### config.mk
export PLATFORM = sky130hd
export DESIGN_NAME = dfs_port
export DESIGN_NICKNAME = d
export VERILOG_FILES = /design/src/common/dfs_pkg.sv /design/src/core/dfs_fifo.sv /design/src/core/dfs_port.sv
export SDC_FILE = /design/constraint.sdc
export NUM_CORES = 1
export LEC_CHECK = 0
export ABC_AREA = 0
export BUFFER_PORTS_ARGS = -buffer_cell sky130_fd_sc_hd__buf_2
export CAP_MARGIN = 30
export CORE_MARGIN = 2
export CORE_UTILIZATION = 55
export CTS_BUF_LIST = sky130_fd_sc_hd__clkbuf_8
export DETAILED_ROUTE_END_ITERATION = 8
export MAX_ROUTING_LAYER = met4
export PLACE_DENSITY = 0.75
export SYNTH_ARGS = -nofsm -noshare
export SYNTH_HDL_FRONTEND = slang
export SYNTH_SLANG_ARGS = --single-unit
export TNS_END_PERCENT = 10
### constraint.sdc
create_clock -name clk_sys_in -period 9 [get_ports clk_sys_in]
set_input_delay 0.9 -clock clk_sys_in [delete_from_list [all_inputs] [get_ports clk_sys_in]]
set_output_delay 0.9 -clock clk_sys_in [all_outputs]
set_load 0.01 [all_outputs]
### src/common/dfs_pkg.sv
package dfs_pkg;
    // Command/address word fields
    localparam int CA_BITS = 48;
    localparam int CA_RW_BIT = 47;
    localparam int CA_SPACE_BIT = 46;
    localparam int CA_BURST_BIT = 45;
    localparam int CA_PAGE_HI = 37;
    localparam int CA_PAGE_LO = 16;
    localparam int CA_WORD_HI = 2;
    localparam int CA_EDGES = 6;
    localparam int CA_PAGE_EDGE = 4;
    localparam int PAGE_W = CA_PAGE_HI - CA_PAGE_LO + 1;
    localparam int WORD_AW = PAGE_W + CA_WORD_HI + 1;
    // Latency codes
    localparam logic [4:0] LAT_BASE = 5'h05;
    localparam logic [3:0] LAT_MAX_CODE = 4'hB;
    localparam logic [3:0] LAT_DEFAULT_CODE = 4'hB;
    // Page geometry in words
    localparam logic [5:0] PAGE_WORDS = 6'h10;
    localparam logic [2:0] SUBPAGE_MASK = 3'h7;
    // Wrap length selections
    localparam logic [1:0] WRAP_16B = 2'h0;
    localparam logic [1:0] WRAP_32B = 2'h1;
    localparam logic [4:0] WMASK_16B = 5'h07;
    localparam logic [4:0] WMASK_32B = 5'h0F;
    localparam logic [4:0] WMASK_64B = 5'h1F;
    localparam logic [15:0] POR_TIMEOUT_RESET = 16'h0000;
    typedef enum logic [2:0] {ST_IDLE, ST_CMD, ST_LAT, ST_RDATA, ST_WDATA} dfs_state_type;
endpackage

### src/core/dfs_fifo.sv
`timescale 1ns/1ps
module dfs_fifo #(
    parameter int WIDTH = 16,
    parameter int DEPTH = 8
)(
    input wire logic clk_sys_in,
    input wire logic rst_n_in,
    input wire logic flush_in,
    input wire logic in_valid_in,
    output logic in_ready_out,
    input wire logic [WIDTH-1:0] in_data_in,
    output logic out_valid_out,
    input wire logic out_ready_in,
    output logic [WIDTH-1:0] out_data_out
);
    localparam int AW = $clog2(DEPTH);
    initial if (DEPTH < 2 || (1 << AW) != DEPTH) $error("DEPTH must be a power of two");
    logic [WIDTH-1:0] mem_ff [DEPTH];
    logic [AW:0] wp_ff, rp_ff;
    wire push = in_valid_in & in_ready_out;
    wire pop = out_valid_out & out_ready_in;
    // Honest full and empty from pointer comparison
    assign in_ready_out = (wp_ff - rp_ff) != (AW+1)'(DEPTH);
    assign out_valid_out = wp_ff != rp_ff;
    assign out_data_out = mem_ff[rp_ff[AW-1:0]];
    // Pointers
    always_ff @(posedge clk_sys_in)
    begin
        if (!rst_n_in || flush_in)
        begin
            wp_ff <= '0;
            rp_ff <= '0;
        end
        else
        begin
            wp_ff <= wp_ff + (AW+1)'(push);
            rp_ff <= rp_ff + (AW+1)'(pop);
        end
    end
    // Storage
    always_ff @(posedge clk_sys_in)
    begin
        if (push)
            mem_ff[wp_ff[AW-1:0]] <= in_data_in;
    end
endmodule // dfs_fifo

### src/core/dfs_port.sv
`timescale 1ns/1ps
module dfs_port
    import dfs_pkg::*;
#(
    parameter int FIFO_DEPTH = 8
)(
    input wire logic clk_sys_in,
    input wire logic rst_n_in,
    input wire logic bus_clk_in,
    input wire logic chip_select_n_in,
    input wire logic hw_reset_n_in,
    input wire logic [7:0] data_lines_in,
    output logic [7:0] data_lines_out,
    output logic data_lines_oe_out,
    output logic read_strobe_out,
    output logic read_strobe_oe_out,
    output logic event_out_n_out,
    output logic event_out_n_oe_out,
    output logic por_reset_out_n_out,
    output logic por_reset_out_n_oe_out,
    input wire logic [3:0] latency_code_in,
    input wire logic [1:0] wrap_len_in,
    input wire logic hybrid_en_in,
    input wire logic event_in,
    input wire logic [15:0] por_timeout_in,
    output logic standby_out,
    output logic mem_open_out,
    output logic [PAGE_W-1:0] mem_page_out,
    output logic mem_req_out,
    output logic [WORD_AW-1:0] mem_addr_out,
    input wire logic mem_ack_in,
    input wire logic [15:0] mem_data_in,
    output logic wr_valid_out,
    output logic [WORD_AW-1:0] wr_addr_out,
    output logic [15:0] wr_data_out
);
    initial if (FIFO_DEPTH < 2) $error("FIFO_DEPTH too small");

    // Two-stage synchronisers for pins
    logic [1:0] ck_sy_ff, cs_sy_ff, hr_sy_ff;
    logic [7:0] dq_sy1_ff, dq_sy2_ff;
    logic ck_d_ff, cs_d_ff;
    always_ff @(posedge clk_sys_in)
    begin
        if (!rst_n_in)
        begin
            ck_sy_ff <= 2'h0;
            cs_sy_ff <= 2'h3;
            hr_sy_ff <= 2'h3;
            dq_sy1_ff <= 8'h00;
            dq_sy2_ff <= 8'h00;
            ck_d_ff <= 1'h0;
            cs_d_ff <= 1'h1;
        end
        else
        begin
            ck_sy_ff <= {ck_sy_ff[0], bus_clk_in};
            cs_sy_ff <= {cs_sy_ff[0], chip_select_n_in};
            hr_sy_ff <= {hr_sy_ff[0], hw_reset_n_in};
            dq_sy1_ff <= data_lines_in;
            dq_sy2_ff <= dq_sy1_ff;
            ck_d_ff <= ck_sy_ff[1];
            cs_d_ff <= cs_sy_ff[1];
        end
    end

    // Edge detection and internal reset
    wire ck_rise = ck_sy_ff[1] & ~ck_d_ff;
    wire ck_fall = ~ck_sy_ff[1] & ck_d_ff;
    wire ck_edge = ck_rise | ck_fall;
    wire cs_open = ~cs_sy_ff[1] & cs_d_ff;
    wire cs_high = cs_sy_ff[1];
    wire hw_rst = ~hr_sy_ff[1];

    // Power-on reset timeout, then standby
    logic [15:0] por_cnt_ff;
    logic por_done_ff;
    always_ff @(posedge clk_sys_in)
    begin
        if (!rst_n_in)
        begin
            por_cnt_ff <= POR_TIMEOUT_RESET;
            por_done_ff <= 1'h0;
        end
        else if (!por_done_ff)
        begin
            por_cnt_ff <= por_cnt_ff + 16'h0001;
            por_done_ff <= por_cnt_ff >= por_timeout_in;
        end
    end
    wire live = por_done_ff & ~hw_rst;
    dfs_state_type st_ff;
    assign por_reset_out_n_out = 1'h0;
    assign por_reset_out_n_oe_out = ~por_done_ff;
    assign standby_out = live & (st_ff == ST_IDLE);

    // Event pin follows internal event
    logic evt_ff;
    always_ff @(posedge clk_sys_in)
    begin
        if (!rst_n_in)
            evt_ff <= 1'h0;
        else
            evt_ff <= event_in;
    end
    assign event_out_n_out = 1'h0;
    assign event_out_n_oe_out = evt_ff;

    // Decoded command fields and configuration
    logic [CA_BITS-1:0] ca_ff;
    logic [2:0] edge_cnt_ff;
    logic [4:0] lat_cnt_ff, gap_ff;
    wire is_read = ca_ff[CA_RW_BIT];
    wire is_linear = ca_ff[CA_BURST_BIT];
    wire [PAGE_W-1:0] ca_page = ca_ff[CA_PAGE_HI:CA_PAGE_LO];
    wire [2:0] ca_word = ca_ff[CA_WORD_HI:0];
    wire [WORD_AW-1:0] start_addr = {ca_page, ca_word};
    // At the sixth edge the last byte is still on its way in
    wire rd_early = ca_ff[CA_RW_BIT-8];
    wire lin_early = ca_ff[CA_BURST_BIT-8];
    wire [PAGE_W-1:0] page_early = ca_ff[CA_PAGE_HI-8:CA_PAGE_LO-8];
    wire [3:0] lat_code = (latency_code_in > LAT_MAX_CODE) ? LAT_MAX_CODE : latency_code_in;
    wire [4:0] latency = LAT_BASE + {1'h0, lat_code};
    wire [4:0] wmask = (wrap_len_in == WRAP_16B) ? WMASK_16B :
                       (wrap_len_in == WRAP_32B) ? WMASK_32B : WMASK_64B;

    // Page crossing gap: (start & 7) - 16 + latency when positive
    wire [6:0] gap_sum = {4'h0, ca_word & SUBPAGE_MASK} + {2'h0, latency};
    wire gap_pos = gap_sum > {1'h0, PAGE_WORDS};
    wire gap_apply = is_linear | (wmask == WMASK_64B);
    wire [4:0] gap_calc = (gap_pos & gap_apply) ? 5'(gap_sum - {1'h0, PAGE_WORDS}) : 5'h00;
    wire [5:0] first_cross = PAGE_WORDS - {2'h0, ca_ff[CA_PAGE_LO], ca_word};

    // Bus state machine
    logic [5:0] words_out_ff;
    logic hi_phase_ff, crossed_ff;
    wire ca_last = (edge_cnt_ff == 3'(CA_EDGES - 1));
    wire gap_now = ck_rise & ~crossed_ff & (words_out_ff == first_cross) & (gap_ff != 5'h00);
    always_ff @(posedge clk_sys_in)
    begin
        if (!rst_n_in || !live || cs_high)
            st_ff <= ST_IDLE;
        else if (cs_open)
            st_ff <= ST_CMD;
        else if (st_ff == ST_CMD && ck_edge && ca_last)
            st_ff <= rd_early ? ST_LAT : ST_WDATA;
        else if (st_ff == ST_LAT && ck_rise && lat_cnt_ff == latency)
            st_ff <= ST_RDATA;
    end

    // Command capture, latency and gap counters
    always_ff @(posedge clk_sys_in)
    begin
        if (!rst_n_in || cs_open)
        begin
            ca_ff <= '0;
            edge_cnt_ff <= 3'h0;
            lat_cnt_ff <= 5'h00;
            gap_ff <= 5'h00;
            crossed_ff <= 1'h0;
        end
        else if (st_ff == ST_CMD && ck_edge)
        begin
            ca_ff <= {ca_ff[CA_BITS-9:0], dq_sy2_ff};
            edge_cnt_ff <= edge_cnt_ff + 3'h1;
        end
        else if (st_ff == ST_LAT && ck_rise)
        begin
            lat_cnt_ff <= lat_cnt_ff + 5'h01;
            gap_ff <= gap_calc;
        end
        else if (st_ff == ST_RDATA && gap_now)
            gap_ff <= gap_ff - 5'h01;
        else if (st_ff == ST_RDATA && ck_rise && words_out_ff == first_cross)
            crossed_ff <= 1'h1;
    end

    // Half-page notice once first two words are in
    wire page_edge = st_ff == ST_CMD && ck_edge && edge_cnt_ff == 3'(CA_PAGE_EDGE - 1);
    always_ff @(posedge clk_sys_in)
    begin
        if (!rst_n_in)
        begin
            mem_open_out <= 1'h0;
            mem_page_out <= '0;
        end
        else
        begin
            mem_open_out <= page_edge;
            if (page_edge)
                mem_page_out <= {ca_ff[PAGE_W-9:0], dq_sy2_ff};
        end
    end

    // Array prefetch address generator
    logic [WORD_AW-1:0] pf_addr_ff;
    logic [5:0] pf_cnt_ff;
    logic pf_wrap_ff, pf_run_ff;
    wire fifo_in_ready, fifo_out_valid;
    wire [15:0] fifo_out_data;
    wire [WORD_AW-1:0] amask = {{(WORD_AW-5){1'h0}}, wmask};
    wire [WORD_AW-1:0] pf_inc = pf_addr_ff + 1'b1;
    wire [WORD_AW-1:0] pf_wrapped = (pf_addr_ff & ~amask) | (pf_inc & amask);
    wire hyb_switch = hybrid_en_in & pf_wrap_ff & (pf_cnt_ff == {1'h0, wmask});
    wire mem_take = mem_req_out & mem_ack_in;
    assign mem_req_out = pf_run_ff & fifo_in_ready & (st_ff != ST_IDLE);
    assign mem_addr_out = pf_addr_ff;
    always_ff @(posedge clk_sys_in)
    begin
        if (!rst_n_in || st_ff == ST_IDLE)
        begin
            pf_addr_ff <= '0;
            pf_cnt_ff <= 6'h00;
            pf_wrap_ff <= 1'h0;
            pf_run_ff <= 1'h0;
        end
        else if (st_ff == ST_CMD && ck_edge && ca_last)
        begin
            pf_run_ff <= rd_early;
            pf_addr_ff <= {page_early, dq_sy2_ff[2:0]};
            pf_wrap_ff <= ~lin_early;
        end
        else if (mem_take)
        begin
            pf_cnt_ff <= pf_cnt_ff + 6'h01;
            pf_addr_ff <= hyb_switch ? (pf_addr_ff | amask) + 1'b1 :
                          pf_wrap_ff ? pf_wrapped : pf_inc;
            if (hyb_switch)
                pf_wrap_ff <= 1'h0;
        end
    end

    // Word buffer between array and pins
    wire first_rise = st_ff == ST_LAT && ck_rise && lat_cnt_ff == latency;
    wire pop = first_rise | (st_ff == ST_RDATA && ck_rise && !gap_now);
    dfs_fifo #(.WIDTH(16), .DEPTH(FIFO_DEPTH)) u_fifo (
        .clk_sys_in(clk_sys_in),
        .rst_n_in(rst_n_in),
        .flush_in(st_ff == ST_IDLE),
        .in_valid_in(mem_take),
        .in_ready_out(fifo_in_ready),
        .in_data_in(mem_data_in),
        .out_valid_out(fifo_out_valid),
        .out_ready_in(pop),
        .out_data_out(fifo_out_data)
    );

    // Read serialiser: strobe toggles with each byte
    logic [7:0] lo_byte_ff;
    logic rs_ff;
    always_ff @(posedge clk_sys_in)
    begin
        if (!rst_n_in || st_ff == ST_IDLE)
        begin
            data_lines_out <= 8'h00;
            lo_byte_ff <= 8'h00;
            rs_ff <= 1'h0;
            words_out_ff <= 6'h00;
            hi_phase_ff <= 1'h0;
        end
        else if (pop && fifo_out_valid)
        begin
            data_lines_out <= fifo_out_data[15:8];
            lo_byte_ff <= fifo_out_data[7:0];
            rs_ff <= ~rs_ff;
            words_out_ff <= words_out_ff + 6'h01;
            hi_phase_ff <= 1'h1;
        end
        else if (st_ff == ST_RDATA && ck_fall && hi_phase_ff)
        begin
            data_lines_out <= lo_byte_ff;
            rs_ff <= ~rs_ff;
            hi_phase_ff <= 1'h0;
        end
    end

    // Pin enables
    logic dq_oe_ff, rs_oe_ff;
    always_ff @(posedge clk_sys_in)
    begin
        if (!rst_n_in || !live || cs_high)
        begin
            dq_oe_ff <= 1'h0;
            rs_oe_ff <= 1'h0;
        end
        else
        begin
            dq_oe_ff <= (st_ff == ST_RDATA) | first_rise;
            rs_oe_ff <= st_ff != ST_IDLE;
        end
    end
    assign data_lines_oe_out = dq_oe_ff;
    assign read_strobe_oe_out = rs_oe_ff;
    assign read_strobe_out = (st_ff == ST_WDATA) ? 1'h0 : rs_ff;

    // Write word capture
    logic [7:0] wr_hi_ff;
    logic wr_first_ff;
    always_ff @(posedge clk_sys_in)
    begin
        if (!rst_n_in || cs_open)
        begin
            wr_valid_out <= 1'h0;
            wr_addr_out <= '0;
            wr_data_out <= 16'h0000;
            wr_hi_ff <= 8'h00;
            wr_first_ff <= 1'h1;
        end
        else
        begin
            wr_valid_out <= st_ff == ST_WDATA && ck_fall;
            if (st_ff == ST_WDATA && ck_rise)
                wr_hi_ff <= dq_sy2_ff;
            if (st_ff == ST_WDATA && ck_fall)
            begin
                wr_data_out <= {wr_hi_ff, dq_sy2_ff};
                wr_addr_out <= wr_first_ff ? start_addr : wr_addr_out + 1'b1;
                wr_first_ff <= 1'h0;
            end
        end
    end
endmodule // dfs_port

After elaboration in Yosys (flattened, before gate mapping)
Memories as Yosys holds them, arrays and structs flattened. A register that Yosys moved wholly into a read port is not among the register bits.
Index checks and enable logic that the tools add are counted.
Widths: inputs -> output; s select.

word-level totals
  bits of input ports = 54
  output and inout port bits = 107
  register bits = 246
  memories kept = 1
  logic and storage cells = 172
  RAM bits = 128

cells by class
  multiplexer cells = 29
  bitwise gates (word level) = 36
  eq/ne operators = 13
  magnitude comparators = 3
  add/sub/neg operators = 16
  reductions and logical operators = 37

memory list
  memory         words  bits a word  read ports  clocked after memory_dff  wr ports  line            RTL
  u_fifo.mem_ff  8      16           1           1                         1         dfs_fifo.sv:18  logic [WIDTH-1:0] mem_ff [DEPTH];

operators by type and width
  operator               count
  $mux 25                5
  $add 25x1->25 const B  3
  $and 25x25->25         1
  $and 25x5->25          1
  $mux 5                 5
  $not 5->25             1
  $or 25x25->25          1
  $or 25x5->25           1
  $add 16x1->16 const B  1
  $and 1x1->1            16
  $ge 16x16->1           1
  $mux 8                 2
  $logic_and 1x1->1      14
  $add 6x1->6 const B    2
  $mux 1                 12
  $mux 3                 4
  $not 1->1              11
  $reduce_bool 2->1      5
  $eq 3x2->1 const B     3
  $add 4x1->4            2
  $reduce_and 2->1       4
  $add 3x5->6            1
  $eq 3x3->1 const B     2
  $eq 6x5->1             1
  other kinds (26)       35

Depth between registers and ports, before layout
Gate-level depths: netlist of the first run.

  depth after elaboration = 11
  mapped depth = 14
  gate-level depth less buffers = 12

Hierarchy
Synthesis of the first run repeated with hierarchy kept, for this count alone.

unflattened totals
  cell total of the unflattened synthesis = 1702
  area total of the unflattened synthesis = 16912.5 um2

by module, submodules not included
  module    seq. area each (um2)  area each (um2)  times used  cells an instance
  dfs_port  4644.5                11537.3          1           1421
  dfs_fifo  4003.8                5375.2           1           281

Least setup slack after synthesis of the first run
No wires, ideal clock.

  kind = flip-flop to flip-flop
  start = reg u_fifo.rp_ff[2]
  end = mem u_fifo.mem_ff[2][0] (enable)
  arrival time = 4.042 ns
  setup time = 0.436 ns
  stages on the path, launching flop included = 9
  required time = 8.564 ns
  setup slack = 4.522 ns
  clock period less this slack = 4.478 ns
  buffers on the path = 1
  path through = dfxtp_1 -> inv_2 -> buf_1 -> ha_1 -> and3b_1 -> or3_1 -> nand4_1 -> nand2_1 -> nor4b_1

on the way
  longest elaborated chain between the ends = 8

RTL lines
  element                           line             RTL
  start, declared                   dfs_fifo.sv:19   logic [AW:0] wp_ff, rp_ff;
  start signal, assigned            dfs_fifo.sv:37   rp_ff <= rp_ff + (AW+1)'(pop);
  $sub 4x4->4 (*)                   dfs_fifo.sv:23   assign in_ready_out = (wp_ff - rp_ff) != (AW+1)'(DEPTH);
  $ne 4x4->1 (*)                    dfs_fifo.sv:23
  $and 1x1->1 (2 in a row)          dfs_port.sv:206  assign mem_req_out = pf_run_ff & fifo_in_ready & (st_ff != ST_IDLE);
  $and 1x1->1                       dfs_port.sv:205  wire mem_take = mem_req_out & mem_ack_in;
  $and 1x1->1 (*)                   dfs_fifo.sv:20   wire push = in_valid_in & in_ready_out;
  $mux 1 (*)                        dfs_fifo.sv:43   if (push)
  $mux 1 (not written as such) (*)  dfs_fifo.sv:44   mem_ff[wp_ff[AW-1:0]] <= in_data_in;
  end, declared                     dfs_fifo.sv:18

Mark *: on every way between the ends. The rest lies on a longest branch, timed or not.

Worst setup path in the final report of the first run
  start = reg u_fifo.rp_ff[2]
  end = out mem_req_out

on the way
  longest elaborated chain between the ends = 4

RTL lines
  element                   line             RTL
  $sub 4x4->4               dfs_fifo.sv:23
  $ne 4x4->1                dfs_fifo.sv:23
  $and 1x1->1 (2 in a row)  dfs_port.sv:206
  end, declared             dfs_port.sv:29   output logic mem_req_out,

Every way passes these cells.

==> results of run 1 <==
[layout make-up]
class,instances,area [um^2]
timing repair buffer,180,975.9
multi-input combinational,1138,7699
clock buffer,70,963.4
inverter,50,187.7
clock inverter,39,209.0
tap,396,495.5
fill,2510,11250
sequential,368,8650
antenna,1,2.502
[per-stage QoR]
stage	power, mW	utilization (%)	cell area, um^2	instances
after floorplan	1.808	-	16930	1660
after global placement	1.837	59.09	17980	2131
after detailed placement	1.840	59.18	18010	2132
after CTS	3.234	63.03	19180	2241
after global routing	3.317	63.04	19180	2242
final	3.201	63.04	19180	2242
[critical path: cells and delay by family, from the launching register on]
family | cells | cell delay (ps)
fa+ha+maj | 1 | 370
simple gates | 4 | 1010
buf+inv | 2 | 580
flops | 1 | 350
[final timing paths]
check | from | end | slack (ps) | cells after the start
worst max-delay path | u_fifo.rp_ff[2] | mem_req_out | 5180 | 7
worst min-delay path | hr_sy_ff[0] | hr_sy_ff[1] | 410 | 1
worst max register to register | u_fifo.rp_ff[2] | u_fifo.mem_ff[3][12] | 5490 | 10
worst min register to register | hr_sy_ff[0] | hr_sy_ff[1] | 410 | 1
[sequential cells by signal, summed over array words and instances, names as in the netlist, 2 cells and up, named ones only]
signal          cells
u_fifo.mem_ff     128
ca_ff              40
wr_addr_out        25
mem_addr_out       23
mem_page_out       22
por_cnt_ff         16
wr_data_out        16
data_lines_out      8
dq_sy1_ff           8
dq_sy2_ff           8
lo_byte_ff          8
wr_hi_ff            8
pf_cnt_ff           6
words_out_ff        6
gap_ff              5
lat_cnt_ff          5
u_fifo.rp_ff        4
u_fifo.wp_ff        4
edge_cnt_ff         3
st_ff               3
ck_sy_ff            2
cs_sy_ff            2
hr_sy_ff            2
[report_power, final]
part	switching (mW)	internal (mW)
sequential	0.00521	1.72
combinational	0.0465	0.0287
clock	0.657	0.739
total	0.709	2.49
[cell families after synthesis]
logic type | synth area share [%]
AND/OR/NAND/NOR | 17.39
other | 0.02215
AO/OA/AOI/OAI | 14.67
adder cells (fa/ha/maj) | 3.149
flip-flops | 51.09
XOR/XNOR | 2.750
buffers and inverters | 3.873
multiplexers | 7.052
[cells in the final DEF, fill, tap and decap left out, types with 10 or more instances in the layout]
cell type | Yosys | final
nand2_1 | 258 | 256
dfxtp_1 | 240 | 239
buf_2 | 23 | 158
edfxtp_1 | 128 | 128
a21oi_1 | 126 | 126
nor2_1 | 86 | 86
clkbuf_8 | 0 | 70
inv_1 | 48 | 62
and2_1 | 41 | 41
ha_1 | 41 | 41
nor3_1 | 39 | 37
mux2i_1 | 36 | 36
nand3_1 | 33 | 33
xnor2_1 | 32 | 32
mux4_2 | 32 | 32
o21ai_0 | 27 | 27
a21boi_0 | 27 | 27
o21ai_1 | 25 | 25
nand4_1 | 24 | 24
buf_4 | 6 | 21
a31oi_1 | 20 | 20
and3_1 | 17 | 17
xor2_1 | 16 | 16
a21o_1 | 16 | 16
o211ai_1 | 14 | 14
a211oi_1 | 13 | 13
o22ai_1 | 12 | 12
o221ai_1 | 12 | 12
a211oi_2 | 12 | 12
nand2b_1 | 11 | 11
or3_1 | 10 | 10
nor3_2 | 8 | 10
clkinv_2 | 0 | 10
clkinv_1 | 0 | 10
[layer usage]
layer	vias up	GRT usage [%]	wire length [um]
met4	0	9.301	1255
met5	-	-	0
met2	438	42.05	20230
li1	6319	-	-
met1	6450	33.97	18130
met3	110	4.214	2483
==> flow_metrics.tcl, run 1 <==
set metrics [dict create \
    grt_setup_unrepaired "false" \
    drtIter0Drc 970 \
    p_leak_nw 7.079 \
    min_period_over_period_pct 42.50 \
    cts_buffer_depth 3 \
    gp_congestion 0.9295 \
    max_freq_ghz 0.2614 \
    cts-root-buf "clkbuf_8" \
    worst-endpoint-arrival_ps 2920 \
    layout-drive-gt1-share_pct 19.57 \
    synth_cell_types 91 \
    ys.flop_type "dfxtp_1" \
    setup_viol 0 \
    cts_sinks 368 \
    place_ws_ps 5047 \
    synth_area_leaders "dfxtp_1, edfxtp_1, nand2_1, mux4_2, a21oi_1" \
    fp.dieH_um 179.4 \
    pin_count 161 \
    maxSlewViolCount 0 \
    cp_max_fo 17 \
    nNetsFinal 1892 \
    slew_headroom_pct 33.62 \
    avgSynthCellArea_um2 10.20 \
    wl_per_cell_um 18.77 \
    syn2layout_area_growth_pct 13.33 \
    post_cts_resized 0 \
    fin_ws_ps 5175 \
    cp_cell_sequence "inv_2, ha_1, and3b_1, or3_1, nand4_1, and3_1, buf_2" \
    drt_wl_total_mm 42.09 \
    ys_seq_area_share_pct 51.09 \
    antenna_found_initial 1 \
    cts_htree_levels 2 \
    hp-class "reg -> reg" \
    grt_pass1_wl_mm 67.84 \
    cts_buffers 58 \
    remaining_drc_errors 0 \
    overflow 0 \
    crit_slowest_cell "inv_2" \
    yosysTopAreaCell "dfxtp_1" \
    hpwl_mm 27.86 \
    antenna_left 0 \
    yosys_warnings 0 \
    dieArea_um2 32190 \
    path_clk_slew_ps 60 \
    synth_cells 1659 \
    grt_usage_pct 26.25 \
    outcome "finished clean" \
    start_util_pct 55.63 \
    yosys.area.top_type_share_pct 28.39 \
    cap_violations 0 \
    synth_commonest_cells "nand2_1, dfxtp_1, edfxtp_1" \
    critPathLaunchType "register" \
    port_buffers 158 \
    period_minus_slack_ps 3825 \
    vias 13320 \
    clk_latency_ps 610 \
    grt_max_degree 92 \
    cts_tree "built" \
    core_area_um2 30430 \
    synth-seq-cells 368 \
    vias_per_cell 5.940 \
    required_ps 8100 \
    die_x_um 179.4 \
    vdd_drop_max_mv 0.1179 \
    synth-edff-count 128 \
    finalSetupTns_ps 0 \
    worstSetupPathType "reg -> out" \
    holdBufCountCts 0 \
    finalHoldViolCount 0 \
    finalClockSkew_ps 23.75 \
    hold_ws_ps 413.4 \
    first_global_vias 12980 \
    rows 64 \
    power.density_nw_per_um2 166.9 \
    synth_most_common_cell "nand2_1" \
    syn-cell-area_um2 16930 \
    end_kind "primary output" \
    postSynth.asyncResetShare_pct 0 \
    drt_pre_antenna_iters 5 \
    tightest_slew_ps 995.7 \
    slowest_delay_ps 440 \
    cts_setup_buffers 0 \
]
(Power assumes the default switching activity.)
==> run 2: changes to the inputs <==
PLACE_DENSITY = 0.78   (was 0.75)
clock period = 3.35 ns   (was 9 ns; I/O delays follow)
==> run 2 against run 1 <==
Cell count rose by 2.1%. Via count rose by 1.7%. Global-route usage up 0.69 points. Cell area grew 2.1%. Highest routed layer unchanged. Critical path depth is 1 higher. First-iteration DRC count rose by 23%. Sequential power grew to 2.7 times the previous value. Worst setup slack worse by 4700 ps. Total power rose to 2.7 times the previous value. Combinational power rose to 3.1 times the previous value.
==> flow_metrics.tcl, run 2 (synthesis gave the netlist of run 1 again) <==
set metrics [dict create \
    outcome "finished clean" \
    finalHoldViolCount 0 \
    final_cell_mix "nand2_1, dfxtp_1, buf_2" \
    worst-endpoint-arrival_ps 2540 \
    tightest_slew_ps 1064 \
    cts_sinks 368 \
    cts_setup_buffers 0 \
    dieArea_um2 32190 \
    multiInputGateArea_um2 7746 \
    port_buffers 158 \
    cts_htree_levels 2 \
    vdd_drop_max_mv 0.3552 \
    drt_pre_antenna_iters 7 \
    nFillCells 2478 \
    p_leak_nw 7.274 \
    placed_cells 2152 \
    grt_max_degree 44 \
    syn2layout_area_growth_pct 15.76 \
    regArea_um2 8650 \
    largest_reg_flops 128 \
    cp_max_fo 6 \
    finalClockSkew_ps 55.38 \
    maxSlewViolCount 0 \
    cts_buffer_depth 3 \
    antenna_cells 0 \
    grt_pass1_wl_mm 68.81 \
    layout-drive-gt1-share_pct 20.02 \
    slew_headroom_pct 29.06 \
    drtIter0Drc 1194 \
    vias_per_cell 5.918 \
    die_x_um 179.4 \
    cts_buffers 59 \
    cts-root-buf "clkbuf_8" \
    critPathLaunchType "register" \
    setup_viol 0 \
    vias 13550 \
    clk_latency_ps 630 \
    required_ps 3010 \
    hpwl_mm 28.76 \
    antenna_found_initial 0 \
    overflow 0 \
    total_power_mw 8.552 \
    grt_usage_pct 26.94 \
    period_minus_slack_ps 2872 \
    gp_congestion 0.9523 \
    crit_slowest_cell "dfxtp_1" \
    finalNonFillerCells 2289 \
    path_delay_family "simple AND/OR/NAND/NOR gates" \
    layout_commonest_cell "nand2_1" \
    path_clk_slew_ps 60 \
    nNetsFinal 1939 \
    end_kind "primary output" \
    worstSetupPathType "reg -> out" \
    remaining_drc_errors 0 \
    pin_count 161 \
    core_area_um2 30430 \
    cp_cell_sequence "inv_2, ha_1, and3b_1, or3_1, nand4_1, buf_4, and3_1, buf_2" \
    cap_violations 0 \
    crit_buf_inv 3 \
    rows 64 \
    first_global_vias 13070 \
    drt_wl_total_mm 43.20 \
    cts_tree "built" \
    max_freq_ghz 0.3482 \
    wl_per_cell_um 18.87 \
    start_util_pct 55.63 \
    slowest_delay_ps 380 \
    power.density_nw_per_um2 436.5 \
    fp.dieH_um 179.4 \
    min_period_over_period_pct 85.72 \
    hp-class "in -> reg" \
    antenna_left 0 \
    grt_setup_unrepaired "false" \
]
-- run 2: worst paths after layout --
path,from,to,slack (ps),cells after the start
worst max-delay path,u_fifo.rp_ff[2],mem_req_out,480,8
worst min-delay path,mem_data_in[15],u_fifo.mem_ff[7][15],30,1
worst max register to register,u_fifo.rp_ff[2],mem_addr_out[24],500,9
worst min register to register,cs_sy_ff[0],cs_sy_ff[1],410,1
-- run 2: area by class of cell --
type                       instances  share of cell area (%)
multi-input combinational       1138                   39.53
clock inverter                    43                   1.086
tap                              396                   2.529
sequential                       368                   44.14
inverter                          50                  0.9579
clock buffer                      68                   4.777
timing repair buffer             226                   6.973
-- run 2: worst reg2reg max path, cell delays in order, from the launching register on --
cell and delay (ps):
dfxtp_1 380, inv_2 50, ha_1 340, and3b_1 210, or3_1 360, nand4_1 120, buf_4 150, a21o_1 670
nand2_1 300, o21bai_1 200
-- run 2: report_power, final --
group	switching [mW]	leakage, nW	total [mW]	internal (mW)
Combinational	0.131	3.53	0.230	0.0995
Clock	1.81	0.660	3.68	1.87
Sequential	0.0137	3.09	4.65	4.63
-- run 2: routing by layer --
metal | wire length (um) | GRT usage [%] | vias to the layer above
met1 | 17910 | 34.01 | 6523
li1 | - | - | 6399
met4 | 1309 | 9.756 | 0
met2 | 20880 | 43.63 | 527
met5 | 0 | - | -
met3 | 3100 | 4.882 | 97
-- run 2: repair_timing --
| item | in CTS | in global routing |
|---|---|---|
| endpoints found under the hold margin | 115 | 0 |
| hold buffers | 26 | 0 |
| resized for setup | 0 | 0 |
| endpoints found under the setup margin | 0 | 0 |
-- run 2: metrics by stage --
step	utilization (%)	setup WS, ps	setup TNS, ps	hold WS (ps)	cell area (um^2)
global placement	59.76	292.2	0	397.1	18180
floorplan	-	-98.06	-3927	386.3	17020
global route	64.39	244.8	0	18.89	19590
finish	64.39	478.4	0	34.95	19590
detailed placement	59.76	272.7	0	397.0	18180
CTS	64.39	461.2	0	1.609	19590
==> run 3: changes to the inputs <==
CAP_MARGIN = default   (was 30)
SYNTH_HIERARCHICAL = 1   (was default)
==> run 3 against run 2 <==
Maximum frequency down 5.4%. Global-route usage grew 1.5 points. Total power is 0.66% higher. Worst setup slack worse by 170 ps. Largest power group unchanged. Critical path depth is 1 higher. Cell area rose by 0.32%. Clock power rose by 1%. Synthesized cell count is 2.6% higher. Clock-buffer cell count decreased by 6. Highest routed layer unchanged.
==> flow_metrics.tcl, run 3 <==
set metrics [dict create \
    required_ps 3630 \
    cp_cell_sequence "ha_1, nor2b_1, nor4_1, o211ai_1, nand4_4, inv_2, nand2_1, nor4_4, buf_4" \
    top_usage_layer "met2" \
    fin_area_um2 19660 \
    worst-endpoint-arrival_ps 3320 \
    hpwl_mm 30.01 \
    layout_commonest_cell "nand2_1" \
    grt_usage_pct 28.48 \
    cap_violations 0 \
    ys.flop_type "dfxtp_1" \
    cts_buffer_depth 3 \
    p_leak_nw 7.308 \
    syn-cell-area_um2 16910 \
    placed_cell_area_um2 18250 \
    holdBufCountCts 28 \
    yosys.area.top_type_share_pct 28.41 \
    critPathLaunchType "register" \
    post_cts_resized 0 \
    cts_tree "built" \
    synth_cell_types 88 \
    cts-root-buf "clkbuf_8" \
    fin_ws_ps 313.2 \
    grt_max_degree 67 \
    regArea_um2 8650 \
    clk_latency_ps 630 \
    antenna_found_initial 0 \
    muxShareOfSynthArea_pct 6.185 \
    end_kind "register" \
    synth-edff-count 128 \
    syn2layout_area_growth_pct 16.22 \
    core_area_um2 30430 \
    antenna_left 0 \
    grt_pass1_wl_mm 69.92 \
    vdd_drop_max_mv 0.4041 \
    synth-xor-area-share_pct 3.255 \
    port_buffers 158 \
    slew_headroom_pct 29.91 \
    hold_ws_ps 107.4 \
    synth-adder-area-share_pct 3.226 \
    pin_count 161 \
    worstSetupPathType "reg -> reg" \
    remaining_drc_errors 0 \
    yosysTopAreaCell "dfxtp_1" \
    cts_buffers 57 \
    power.density_nw_per_um2 438.0 \
    cts_setup_buffers 0 \
    path_clk_slew_ps 60 \
    synth_most_common_cell "nand2_1" \
    vias 13770 \
    antenna_cells 0 \
    finalNonFillerCells 2331 \
    synth_commonest_cells "nand2_1, dfxtp_1, a21oi_1" \
    gr-usage-met3_pct 4.346 \
    max_freq_ghz 0.3293 \
    cts_sinks 368 \
    synth_cells 1702 \
    grt_setup_unrepaired "false" \
    ys_seq_area_share_pct 51.14 \
    outcome "finished clean" \
    drt_pre_antenna_iters 5 \
    final_cell_mix "nand2_1, dfxtp_1, buf_2" \
    gp_congestion 0.9284 \
    cts_htree_levels 2 \
    tightest_slew_ps 1044 \
    largest_reg_flops 128 \
    dieArea_um2 32170 \
    final_util_pct 64.60 \
    start_util_pct 55.58 \
    finalClockSkew_ps 24.61 \
    setup_viol 0 \
    vias_per_cell 5.909 \
    nFillCells 2419 \
    layout-drive-gt1-share_pct 18.35 \
    overflow 0 \
    met2_usage_pct 47.33 \
    synth_top_family_by_area "simple AND/OR/NAND/NOR gates" \
    placed_cells 2202 \
    die_x_um 179.4 \
    synth-seq-cells 368 \
    fp.dieH_um 179.4 \
    yosys_warnings 6 \
    nNetsFinal 1990 \
    hp-class "in -> reg" \
    first_global_vias 13250 \
    slowest_delay_ps 380 \
    drtIter0Drc 1068 \
    maxSlewViolCount 0 \
    synth_area_leaders "dfxtp_1, edfxtp_1, nand2_1, mux4_2, a21oi_1" \
    synth_compound_area_share_pct 14.20 \
    crit_slowest_cell "nor2b_1" \
    cp_max_fo 16 \
    synthSimpleGateAreaFrac_pct 18.26 \
    period_minus_slack_ps 3037 \
    postSynth.asyncResetShare_pct 0 \
    avgSynthCellArea_um2 9.937 \
    multiInputGateArea_um2 7770 \
    min_period_over_period_pct 90.65 \
    wl_per_cell_um 18.97 \
    rows 64 \
    finalHoldViolCount 0 \
    place_ws_ps 273.2 \
    drt_wl_total_mm 44.23 \
    grtUsageMet1_pct 35.15 \
]
[run 3: critical path, delay by kind of cell, from the launching register on]
family | cells | cell delay, ps
AO/OA/AOI/OAI | 1 | 320
adder cells (fa/ha/maj) | 1 | 360
flip-flops | 1 | 360
buffers and inverters | 2 | 490
AND/OR/NAND/NOR | 5 | 1140
[run 3: kinds of logic after synthesis]
kind of cell | Yosys count
AO/OA/AOI/OAI | 371
XOR/XNOR | 58
adder cells (fa/ha/maj) | 43
buffers and inverters | 151
flip-flops | 368
multiplexers | 64
other | 1
AND/OR/NAND/NOR | 646
[run 3: area by class of cell]
| cell class | instances | share of cell area (%) |
|---|---|---|
| tap | 396 | 2.521 |
| multi-input combinational | 1184 | 39.53 |
| sequential | 368 | 44.00 |
| clock buffer | 62 | 4.341 |
| clock inverter | 39 | 1.369 |
| inverter | 46 | 0.8784 |
| timing repair buffer | 236 | 7.358 |
[run 3: worst paths after layout]
kind	start	end	slack (ps)	cells past startpoint
worst max-delay path	u_fifo/wp_ff[1]	u_fifo/mem_ff[3][12]	310	9
worst min-delay path	rst_n_in	mem_page_out[18]	110	2
worst max register to register	u_fifo/wp_ff[1]	u_fifo/mem_ff[3][12]	310	9
worst min register to register	hr_sy_ff[0]	hr_sy_ff[1]	420	1
[run 3: metrics by stage]
stage / setup TNS, ps / total power [mW]
floorplan: -21230 / 4.853
global placement: 0 / 4.935
detailed placement: 0 / 4.942
CTS: 0 / 8.662
global route: 0 / 8.877
finish: 0 / 8.609
[run 3: per-layer routing]
metal  part of all wire [%]  vias up  wire [um]
li1                       -     6536          -
met3                    6.5      112       2885
met2                     49      524      21590
met1                     41     6602      18150
met4                    3.6        0       1612
met5                      0        -          0
[run 3: where the power goes]
| group | internal, mW | switching [mW] | leakage, nW |
|---|---|---|---|
| clock | 1.95 | 1.78 | 0.649 |
| combinational | 0.100 | 0.127 | 3.57 |
| sequential | 4.63 | 0.0149 | 3.09 |
| total | 6.68 | 1.93 | 7.31 |
